$ cat config.mk
export PLATFORM = sky130hd
export DESIGN_NAME = cpu_clock_ready_reset_gen
export DESIGN_NICKNAME = d
export VERILOG_FILES = /design/src/rtl/clkgen_pkg.sv /design/src/rtl/div_if.sv /design/src/rtl/cpu_clk_divider.sv /design/src/rtl/cpu_clock_ready_reset_gen.sv
export SDC_FILE = /design/constraint.sdc
export NUM_CORES = 1
export LEC_CHECK = 0
export BUFFER_PORTS_ARGS = -buffer_cell sky130_fd_sc_hd__buf_2
export CAP_MARGIN = 20
export CORE_ASPECT_RATIO = 0.9
export CORE_MARGIN = 2
export CORE_UTILIZATION = 50
export CTS_CLUSTER_DIAMETER = 200
export CTS_CLUSTER_SIZE = 8
export DETAILED_ROUTE_END_ITERATION = 10
export PLACE_DENSITY = 0.72
export REMOVE_ABC_BUFFERS = 1
export SYNTH_ARGS = -nofsm -noshare
export SYNTH_HDL_FRONTEND = slang
export SYNTH_HIERARCHICAL = 1
export SYNTH_SLANG_ARGS = --single-unit
$ cat constraint.sdc
create_clock -name clk_i -period 4.35 [get_ports clk_i]
set_input_delay 1.305 -clock clk_i [delete_from_list [all_inputs] [get_ports clk_i]]
set_output_delay 1.305 -clock clk_i [all_outputs]
set_load 0.05 [all_outputs]
$ cat src/rtl/clkgen_pkg.sv
// constants shared by the processor clock, ready and reset generator
// assumes one 100 MHz system clock; all pins arrive asynchronously
package clkgen_pkg;

  // ==========================================================
  // pin synchroniser vector layout
  localparam int PIN_COUNT   = 10;       // pins passed through two flops
  localparam int PIN_XTAL    = 0;        // crystal_a level
  localparam int PIN_EFI     = 1;        // ext_freq_in level
  localparam int PIN_CLEAR   = 2;        // divider_clear
  localparam int PIN_SRCSEL  = 3;        // source_select strap
  localparam int PIN_DEPTH   = 4;        // sync_depth_select
  localparam int PIN_DONE1   = 5;        // bus1_done_in
  localparam int PIN_QUAL1N  = 6;        // bus1_qualifier_n
  localparam int PIN_DONE2   = 7;        // bus2_done_in
  localparam int PIN_QUAL2N  = 8;        // bus2_qualifier_n
  localparam int PIN_PORN    = 9;        // power_on_request_n

  // reset image of both synchroniser stages: qualifiers idle high,
  // depth select high (single stage), reset request asserted (low)
  localparam logic [PIN_COUNT-1:0] PIN_RST = 10'h150;

  // ==========================================================
  // divide-by-three phases, high phase is the first of three
  typedef enum logic [1:0] {
    PH_HIGH,
    PH_LOW1,
    PH_LOW2
  } phase_t;

  // cleared state: the next source edge starts a high phase
  localparam phase_t PH_CLEARED = PH_LOW2;

  // ==========================================================
  // output reset values
  localparam logic CPU_CLK_RST   = 1'b0;   // processor clock low
  localparam logic PCLK_RST      = 1'b0;   // peripheral clock low
  localparam logic RESET_OUT_RST = 1'b1;   // processor held in reset
  localparam logic READY_RST     = 1'b0;   // not ready
  // sampled source and oscillator copy start low, so no false edge
  localparam logic LEVEL_RST     = 1'b0;

endpackage : clkgen_pkg

$ cat src/rtl/div_if.sv
// carrier between the top and the divide-by-three clock divider
// assumes all members are on clk_i and already synchronised
`timescale 1ns/1ps
`default_nettype none
interface div_if;
  logic ce;          // clock enable, freezes the divider
  logic tick;        // one-cycle pulse per selected source rising edge
  logic clear;       // synchronised divider_clear level
  logic cpu_clk;     // processor clock level
  logic periph_clk;  // peripheral clock level
  logic cpu_rise;    // processor clock about to rise this cycle
  logic cpu_fall;    // processor clock about to fall this cycle

  // ==========================================================
  // the divider drives the clocks, the top drives its inputs
  modport divider (
    input  ce,
    input  tick,
    input  clear,
    output cpu_clk,
    output periph_clk,
    output cpu_rise,
    output cpu_fall
  );
  modport user (
    output ce,
    output tick,
    output clear,
    input  cpu_clk,
    input  periph_clk,
    input  cpu_rise,
    input  cpu_fall
  );
endinterface : div_if
`default_nettype wire

$ cat src/rtl/cpu_clk_divider.sv
// divide-by-three processor clock and half-rate peripheral clock
// assumes tick is a one-cycle pulse per source edge on clk_i
`timescale 1ns/1ps
`default_nettype none
module cpu_clk_divider (
  input  wire logic clk_i,   // system clock
  input  wire logic srst_i,  // synchronous reset, active high
  div_if.divider    dv       // ticks in, clocks out
);
  import clkgen_pkg::*;

  // ==========================================================
  // divider state
  phase_t phase_reg;        // position within the three ticks
  phase_t phase_next;
  logic   cpu_clk_reg;      // processor clock output
  logic   cpu_clk_next;
  logic   pclk_reg;         // peripheral clock output
  logic   pclk_next;

  // next state of counter, clocks and toggle flop
  always_comb begin
    phase_next = phase_reg;
    if (dv.clear) begin
      phase_next = PH_CLEARED;         // held while clear is high
    end else if (dv.tick) begin
      case (phase_reg)                 // resumes from cleared
        PH_HIGH: phase_next = PH_LOW1;
        PH_LOW1: phase_next = PH_LOW2;
        PH_LOW2: phase_next = PH_HIGH;
        default: phase_next = PH_CLEARED;
      endcase
    end
    // high for one of three source periods
    cpu_clk_next = (phase_next == PH_HIGH) && !dv.clear;
    pclk_next    = pclk_reg;
    if (dv.clear) begin
      pclk_next = PCLK_RST;            // clear also resets it
    end else if (!cpu_clk_reg && cpu_clk_next) begin
      pclk_next = !pclk_reg;           // one toggle per cpu period
    end
  end

  // registers only; clock enable low freezes everything
  always_ff @(posedge clk_i) begin
    if (srst_i) begin
      phase_reg   <= PH_CLEARED;
      cpu_clk_reg <= CPU_CLK_RST;
      pclk_reg    <= PCLK_RST;
    end else if (dv.ce) begin
      phase_reg   <= phase_next;
      cpu_clk_reg <= cpu_clk_next;
      pclk_reg    <= pclk_next;
    end
  end

  // edge strobes are combinational so the top acts on the same edge
  assign dv.cpu_clk    = cpu_clk_reg;
  assign dv.periph_clk = pclk_reg;
  assign dv.cpu_rise   = dv.ce && !cpu_clk_reg && cpu_clk_next;
  assign dv.cpu_fall   = dv.ce && cpu_clk_reg && !cpu_clk_next;

  // ==========================================================
  // assertions
  property p_clear_holds;
    @(posedge clk_i) disable iff (srst_i)
    (dv.ce && dv.clear) |=> (!cpu_clk_reg && !pclk_reg);
  endproperty
  a_clear_holds: assert property (p_clear_holds)
    else $error("clocks not held low while divider clear");

  property p_high_one_tick;
    @(posedge clk_i) disable iff (srst_i)
    (dv.ce && cpu_clk_reg && dv.tick) |=> !cpu_clk_reg;
  endproperty
  a_high_one_tick: assert property (p_high_one_tick)
    else $error("processor clock high longer than one source period");

  property p_resume;
    @(posedge clk_i) disable iff (srst_i)
    (dv.ce && !dv.clear && dv.tick && phase_reg == PH_CLEARED)
      |=> cpu_clk_reg;
  endproperty
  a_resume: assert property (p_resume)
    else $error("divider did not resume from cleared state");

  property p_pclk_toggle;
    @(posedge clk_i) disable iff (srst_i)
    (dv.cpu_rise && !dv.clear) |=> (pclk_reg != $past(pclk_reg));
  endproperty
  a_pclk_toggle: assert property (p_pclk_toggle)
    else $error("peripheral clock did not toggle on cpu rise");

  property p_pclk_steady;
    @(posedge clk_i) disable iff (srst_i)
    (dv.ce && !dv.clear && !dv.cpu_rise) |=> $stable(pclk_reg);
  endproperty
  a_pclk_steady: assert property (p_pclk_steady)
    else $error("peripheral clock changed away from a cpu rise");

  c_pclk_high: cover property (@(posedge clk_i) disable iff (srst_i)
    $rose(pclk_reg));
endmodule : cpu_clk_divider
`default_nettype wire

$ cat src/rtl/cpu_clock_ready_reset_gen.sv
// processor clock, ready synchroniser and reset generator
// assumes every pin input is asynchronous to clk_i; the crystal is
// modelled as a sampled level driven back through an inverter
`timescale 1ns/1ps
`default_nettype none

// Function
// - strap low selects crystal oscillator source
// - strap high selects external frequency input
// - cpu clock is input over three, one-third high
// - peripheral clock half cpu rate, 50% duty
// - oscillator output mirrors crystal frequency
// - divider clear holds counters reset
// - counters resume from cleared state on release
// - each ready valid only with low qualifier
// - depth select low gives two stages
// - depth select high gives one stage
// - ready output is synchronised ready, held
// - reset output high while request low
// - reset registered on cpu clock falling edge
// - rising ready rise-then-fall, falling ready direct
// - single stage captures only at falling edge
module cpu_clock_ready_reset_gen (
  input  wire logic clk_i,               // system clock, 100 MHz
  input  wire logic srst_i,              // synchronous reset, active high
  input  wire logic ce_i,                // clock enable, freezes state
  input  wire logic source_select_i,     // strap: 1 external, 0 crystal
  input  wire logic crystal_a_i,         // crystal amplifier input
  output logic      crystal_b_o,         // crystal amplifier output
  input  wire logic ext_freq_in_i,       // external frequency input
  input  wire logic divider_clear_i,     // divider clear, active high
  input  wire logic bus1_done_in_i,      // bus one ready, active high
  input  wire logic bus1_qualifier_n_i,  // bus one qualifier, active low
  input  wire logic bus2_done_in_i,      // bus two ready, active high
  input  wire logic bus2_qualifier_n_i,  // bus two qualifier, active low
  input  wire logic sync_depth_select_i, // 0 two stages, 1 one stage
  input  wire logic power_on_request_n_i,// reset request, active low
  output logic      cpu_clk_o,           // processor clock
  output logic      peripheral_clock_o,  // half-rate peripheral clock
  output logic      crystal_freq_out_o,  // buffered oscillator
  output logic      ready_o,             // synchronised ready
  output logic      cpu_reset_o          // processor reset, active high
);
  import clkgen_pkg::*;

  // qualifier is active low, so a high qualifier masks the input
  function automatic logic qualified(input logic done, input logic qual_n);
    qualified = done && !qual_n;
  endfunction : qualified

  // ==========================================================
  // pin synchronisers, two flops on every asynchronous input
  logic [PIN_COUNT-1:0] pins;            // raw pin vector
  logic [PIN_COUNT-1:0] meta_reg;        // first stage, read only by next
  logic [PIN_COUNT-1:0] sync_reg;        // second stage, safe to use
  logic [PIN_COUNT-1:0] meta_next;
  logic [PIN_COUNT-1:0] sync_next;

  always_comb begin
    pins              = '0;
    pins[PIN_XTAL]    = crystal_a_i;
    pins[PIN_EFI]     = ext_freq_in_i;
    pins[PIN_CLEAR]   = divider_clear_i;
    pins[PIN_SRCSEL]  = source_select_i;
    pins[PIN_DEPTH]   = sync_depth_select_i;
    pins[PIN_DONE1]   = bus1_done_in_i;
    pins[PIN_QUAL1N]  = bus1_qualifier_n_i;
    pins[PIN_DONE2]   = bus2_done_in_i;
    pins[PIN_QUAL2N]  = bus2_qualifier_n_i;
    pins[PIN_PORN]    = power_on_request_n_i;
  end

  // one identical two-flop chain per pin
  genvar g;
  generate
    for (g = 0; g < PIN_COUNT; g++) begin : g_sync
      always_comb begin
        meta_next[g] = pins[g];
        sync_next[g] = meta_reg[g];
      end
      always_ff @(posedge clk_i) begin
        if (srst_i) begin
          meta_reg[g] <= PIN_RST[g];
          sync_reg[g] <= PIN_RST[g];
        end else if (ce_i) begin
          meta_reg[g] <= meta_next[g];
          sync_reg[g] <= sync_next[g];
        end
      end
    end
  endgenerate

  // ==========================================================
  // source selection and edge detection
  logic src_level;      // selected source after synchronisers
  logic src_prev_reg;   // source one cycle ago
  logic src_prev_next;
  logic osc_reg;        // oscillator level for the buffered output
  logic osc_next;

  always_comb begin
    // crystal when strap low, external input when high
    src_level     = sync_reg[PIN_SRCSEL] ? sync_reg[PIN_EFI]
                                         : sync_reg[PIN_XTAL];
    src_prev_next = src_level;
    osc_next      = sync_reg[PIN_XTAL];  // runs even when unused
  end

  always_ff @(posedge clk_i) begin
    if (srst_i) begin
      src_prev_reg <= LEVEL_RST;
      osc_reg      <= LEVEL_RST;
    end else if (ce_i) begin
      src_prev_reg <= src_prev_next;
      osc_reg      <= osc_next;
    end
  end

  // ==========================================================
  // divider instance
  div_if dv ();

  // the source must not exceed a quarter of clk_i to be seen cleanly
  assign dv.ce    = ce_i;
  assign dv.tick  = ce_i && src_level && !src_prev_reg;
  assign dv.clear = sync_reg[PIN_CLEAR];   // already aligned by the user

  cpu_clk_divider u_div (
    .clk_i  (clk_i),
    .srst_i (srst_i),
    .dv     (dv.divider)
  );

  // ==========================================================
  // ready synchroniser and reset flop
  logic ready_req;       // combined qualified ready request
  logic ready1_reg;      // first ready flop, rising cpu edge
  logic ready1_next;
  logic ready2_reg;      // second ready flop, falling cpu edge
  logic ready2_next;
  logic reset_reg;       // processor reset flop
  logic reset_next;

  always_comb begin
    // either bus, each gated by its own qualifier
    ready_req   = qualified(sync_reg[PIN_DONE1], sync_reg[PIN_QUAL1N]) ||
                  qualified(sync_reg[PIN_DONE2], sync_reg[PIN_QUAL2N]);
    ready1_next = ready1_reg;
    ready2_next = ready2_reg;
    reset_next  = reset_reg;
    if (dv.cpu_rise) begin
      ready1_next = ready_req;             // first stage
    end
    if (dv.cpu_fall) begin
      if (sync_reg[PIN_DEPTH]) begin
        // bypass first flop
        ready2_next = ready_req;
      end else begin
        // rising needs both stages, falling goes direct
        ready2_next = ready1_reg && ready_req;
      end
      // reset follows the request only at falling edges
      reset_next = !sync_reg[PIN_PORN];
    end
  end

  always_ff @(posedge clk_i) begin
    if (srst_i) begin
      ready1_reg <= READY_RST;
      ready2_reg <= READY_RST;
      reset_reg  <= RESET_OUT_RST;
    end else if (ce_i) begin
      ready1_reg <= ready1_next;
      ready2_reg <= ready2_next;
      reset_reg  <= reset_next;
    end
  end

  // ==========================================================
  // outputs, all from flops
  assign cpu_clk_o          = dv.cpu_clk;
  assign peripheral_clock_o = dv.periph_clk;
  assign crystal_freq_out_o = osc_reg;
  assign crystal_b_o        = !osc_reg;    // inverting amplifier model
  assign ready_o            = ready2_reg;  // held to next fall
  assign cpu_reset_o        = reset_reg;

  // ==========================================================
  // assertions
  property p_reset_at_fall;
    @(posedge clk_i) disable iff (srst_i)
    $changed(reset_reg) |-> $past(dv.cpu_fall);
  endproperty
  a_reset_at_fall: assert property (p_reset_at_fall)
    else $error("reset output changed away from a falling cpu edge");

  property p_reset_follows;
    @(posedge clk_i) disable iff (srst_i)
    (dv.cpu_fall && !sync_reg[PIN_PORN]) |=> cpu_reset_o;
  endproperty
  a_reset_follows: assert property (p_reset_follows)
    else $error("reset output low while request asserted");

  property p_ready_at_fall;
    @(posedge clk_i) disable iff (srst_i)
    $changed(ready2_reg) |-> $past(dv.cpu_fall);
  endproperty
  a_ready_at_fall: assert property (p_ready_at_fall)
    else $error("ready changed away from a falling cpu edge");

  property p_single_stage;
    @(posedge clk_i) disable iff (srst_i)
    (dv.cpu_fall && sync_reg[PIN_DEPTH]) |=> (ready_o == $past(ready_req));
  endproperty
  a_single_stage: assert property (p_single_stage)
    else $error("single stage ready did not follow request");

  property p_two_stage;
    @(posedge clk_i) disable iff (srst_i)
    (dv.cpu_fall && !sync_reg[PIN_DEPTH] && !ready1_reg) |=> !ready_o;
  endproperty
  a_two_stage: assert property (p_two_stage)
    else $error("two stage ready rose without first stage");

  c_ready_two: cover property (@(posedge clk_i) disable iff (srst_i)
    !sync_reg[PIN_DEPTH] ##1 $rose(ready_o));
  c_ready_one: cover property (@(posedge clk_i) disable iff (srst_i)
    sync_reg[PIN_DEPTH] ##1 $rose(ready_o));
  c_reset_release: cover property (@(posedge clk_i) disable iff (srst_i)
    $fell(cpu_reset_o));
endmodule : cpu_clock_ready_reset_gen
`default_nettype wire

==> key figures <==
Status
  • Status: complete, no violations

Timing
  • Fin Setup TNS: 0 ns
  • RSZ-0062 raised after global routing: no
  • Final setup fails: 0
  • Worst setup margin: 1.79 ns
  • Final hold violation count: 0
  • Slew @ Worst Pin: 0.509 ns
  • Tcrit/Tclk final: 58.8%
  • Slew HR: 66.1%
  • Final Critical Period: 2.56 ns
  • Clk_skew: 0.0125 ns
  • FMAX: 391 MHz
  • Fin. max-slew vios: 0

Global routing
  • GRT Overall Usage: 16.6%
  • Initial antenna violation count: 0
  • First-pass GRT wire length: 3.17 mm
  • Grt total ovfl: 0
  • Vias in the first global route: 748
  • Largest net degree at the start of global routing: 38

Layout
  • Synth-to-layout area growth: 12.3%
  • Finished Layout Cells: 160
  • N_diodes: 0
  • Most frequent cells in the layout: dfxtp_1, nor2_1, buf_2, mux2i_1, a211o_1
  • Commonest non-fill, non-tap cell in the layout: dfxtp_1
  • Multi-input gate area: 534 µm²
  • Reg area: 581 µm²
  • Fill cell count: 198
  • Layout net count: 145
  • Number of flip-flops in the largest register: 10
  • Layout cells sized above 1: 24.8%
  • Finished Core Util: 60.1%

Clocking
  • Cts bufs inserted: 5
  • Clk slew on worst S/H paths: 0.09 ns
  • Max Buffers Root-to-Sink: 2
  • Clk Latency, worst-skew pair: 0.32 ns
  • Hold-fix buffers, CTS: 0
  • CTS resizes: 0
  • Setup Buffers After CTS: 0
  • Root Driver: clkbuf_4
  • CTS H-Tree Depth: 2
  • CTS tree: done
  • Clock sink count: 29

Placement
  • PortBufs: 18
  • Pre-CTS WS: 1.45 ns
  • Routability cong.: 0.722
  • Cell count after placement: 152
  • Hpwl dp: 1.31 mm

Synthesis
  • Syn Inst Count: 112
  • Cell variety after synth: 29
  • Sequential area share after synthesis: 49.3%
  • Cell Area, Synth: 1180 µm²
  • FF+latch count, synth: 29
  • Syn Area/Cell: 10.5 µm²
  • Yosys warning total: 6
  • Most used DFF post-synth: dfxtp_1
  • Number of synthesized flops with an enable pin: 0
  • FFs w/ async S/R, synth: 0%

Die
  • Initial Util: 53.5%
  • Chip Width: 55.2 µm
  • Core area: 2200 µm²
  • Die outline height: 50.1 µm
  • # rows: 16
  • Top Ports: 19
  • Die area: 2760 µm²

Power
  • Static leakage: 0.572 nW
  • Total chip power: 0.000506 W
  • Maximum VDD drop: 0.000246 V
  • Pwr/cell area: 382 nW/µm²

Drt
  • First drt pass iteration count: 5
  • DRC: 0
  • Detailed-route via count: 821
  • Wire per inst: 12.0 µm
  • Routed Antenna Nets: 0
  • Drt via density: 5.13
  • Drt total wl: 1.93 mm
  • DRT iter0 DRCs: 12

Setup path
  • WS Path Type: in -> reg
  • Worst EP arrival: 2.81 ns
  • Worst Path Max Fanout: 4
  • WP data required: 4.61 ns
  • Worst Setup Start Kind: primary input
  • Critical path capture point type: flop

Job
  • Max-cap violations: 0

Min path
  • HP Class: reg -> reg
-- cell usage after synthesis (2+ instances only) --
| library cell | count | area [µm²] |
|---|---|---|
| dfxtp_1 | 29 | 581 |
| mux2i_1 | 17 | 170 |
| a21oi_1 | 3 | 15.0 |
| nor2_1 | 20 | 75.1 |
| nand2b_1 | 3 | 18.8 |
| buf_6 | 2 | 22.5 |
| nor2b_1 | 4 | 25.0 |
| inv_1 | 2 | 7.51 |
| buf_2 | 2 | 10.0 |
| nand2_1 | 3 | 11.3 |
| a211o_1 | 8 | 70.1 |
| and2b_1 | 2 | 15.0 |
-- critical path: stages --
cell and delay, ns:
buf_2 0.09, nor3b_1 0.33, xor2_1 0.38, o311a_2 0.20, nand2_1 0.09, a211o_1 0.30, a21oi_1 0.11
-- layer usage --
metal  vias to the layer above  wire length, µm  share of wire (%)  track usage [%]
met5                         -                0                  0                0
li1                        426                -                  -                -
met1                       373              917                 48             18.1
met2                        19              876                 45             26.6
met4                         0               26                1.3             6.10
met3                         3              106                5.5             9.09
-- final timing paths --
check,end,from,slack (ns),cells after the start
worst max-delay path,ready_o$_SDFFE_PP0P_,ce_i,1.79,7
worst min-delay path,sync_reg[4]$_SDFFE_PP1P_,meta_reg[4]$_SDFFE_PP1P_,0.46,1
worst max register to register,ready_o$_SDFFE_PP0P_,sync_reg[3]$_SDFFE_PP0P_,2.37,7
worst min register to register,sync_reg[4]$_SDFFE_PP1P_,meta_reg[4]$_SDFFE_PP1P_,0.46,1
-- power by group --
part	internal (W)	switching, W
registers	0.000276	0.00000604
clock network	0.0000935	0.0000878
logic	0.0000194	0.0000223
total	0.000389	0.000116
-- per-stage QoR --
stage	area (µm²)	hold slack, ns
after detailed placement	1250	0.448
after global routing	1320	0.490
after global placement	1250	0.437
after floorplan	1120	0.431
after CTS	1320	0.464
final	1320	0.460
-- cell families (layout without fill, tap and decap cells) --
family                 Yosys count  after routing  synth area share [%]
AND/OR/NAND/NOR                 40             40                  18.8
flip-flops                      29             29                  49.3
AO/OA/AOI/OAI                   17             17                  11.4
multiplexers                    17             17                  14.4
buffers and inverters            8             29                  5.41
XOR/XNOR                         1              1                 0.743
-- layout make-up --
cell class	instances	area share, %
clock buffer	7	4.91
inverter	2	0.567
timing repair buffer	19	7.37
sequential	29	43.9
clock inverter	1	0.378
multi-input combinational	75	40.4
tap	27	2.55
Note: power is estimated with default switching activity, not from simulation.
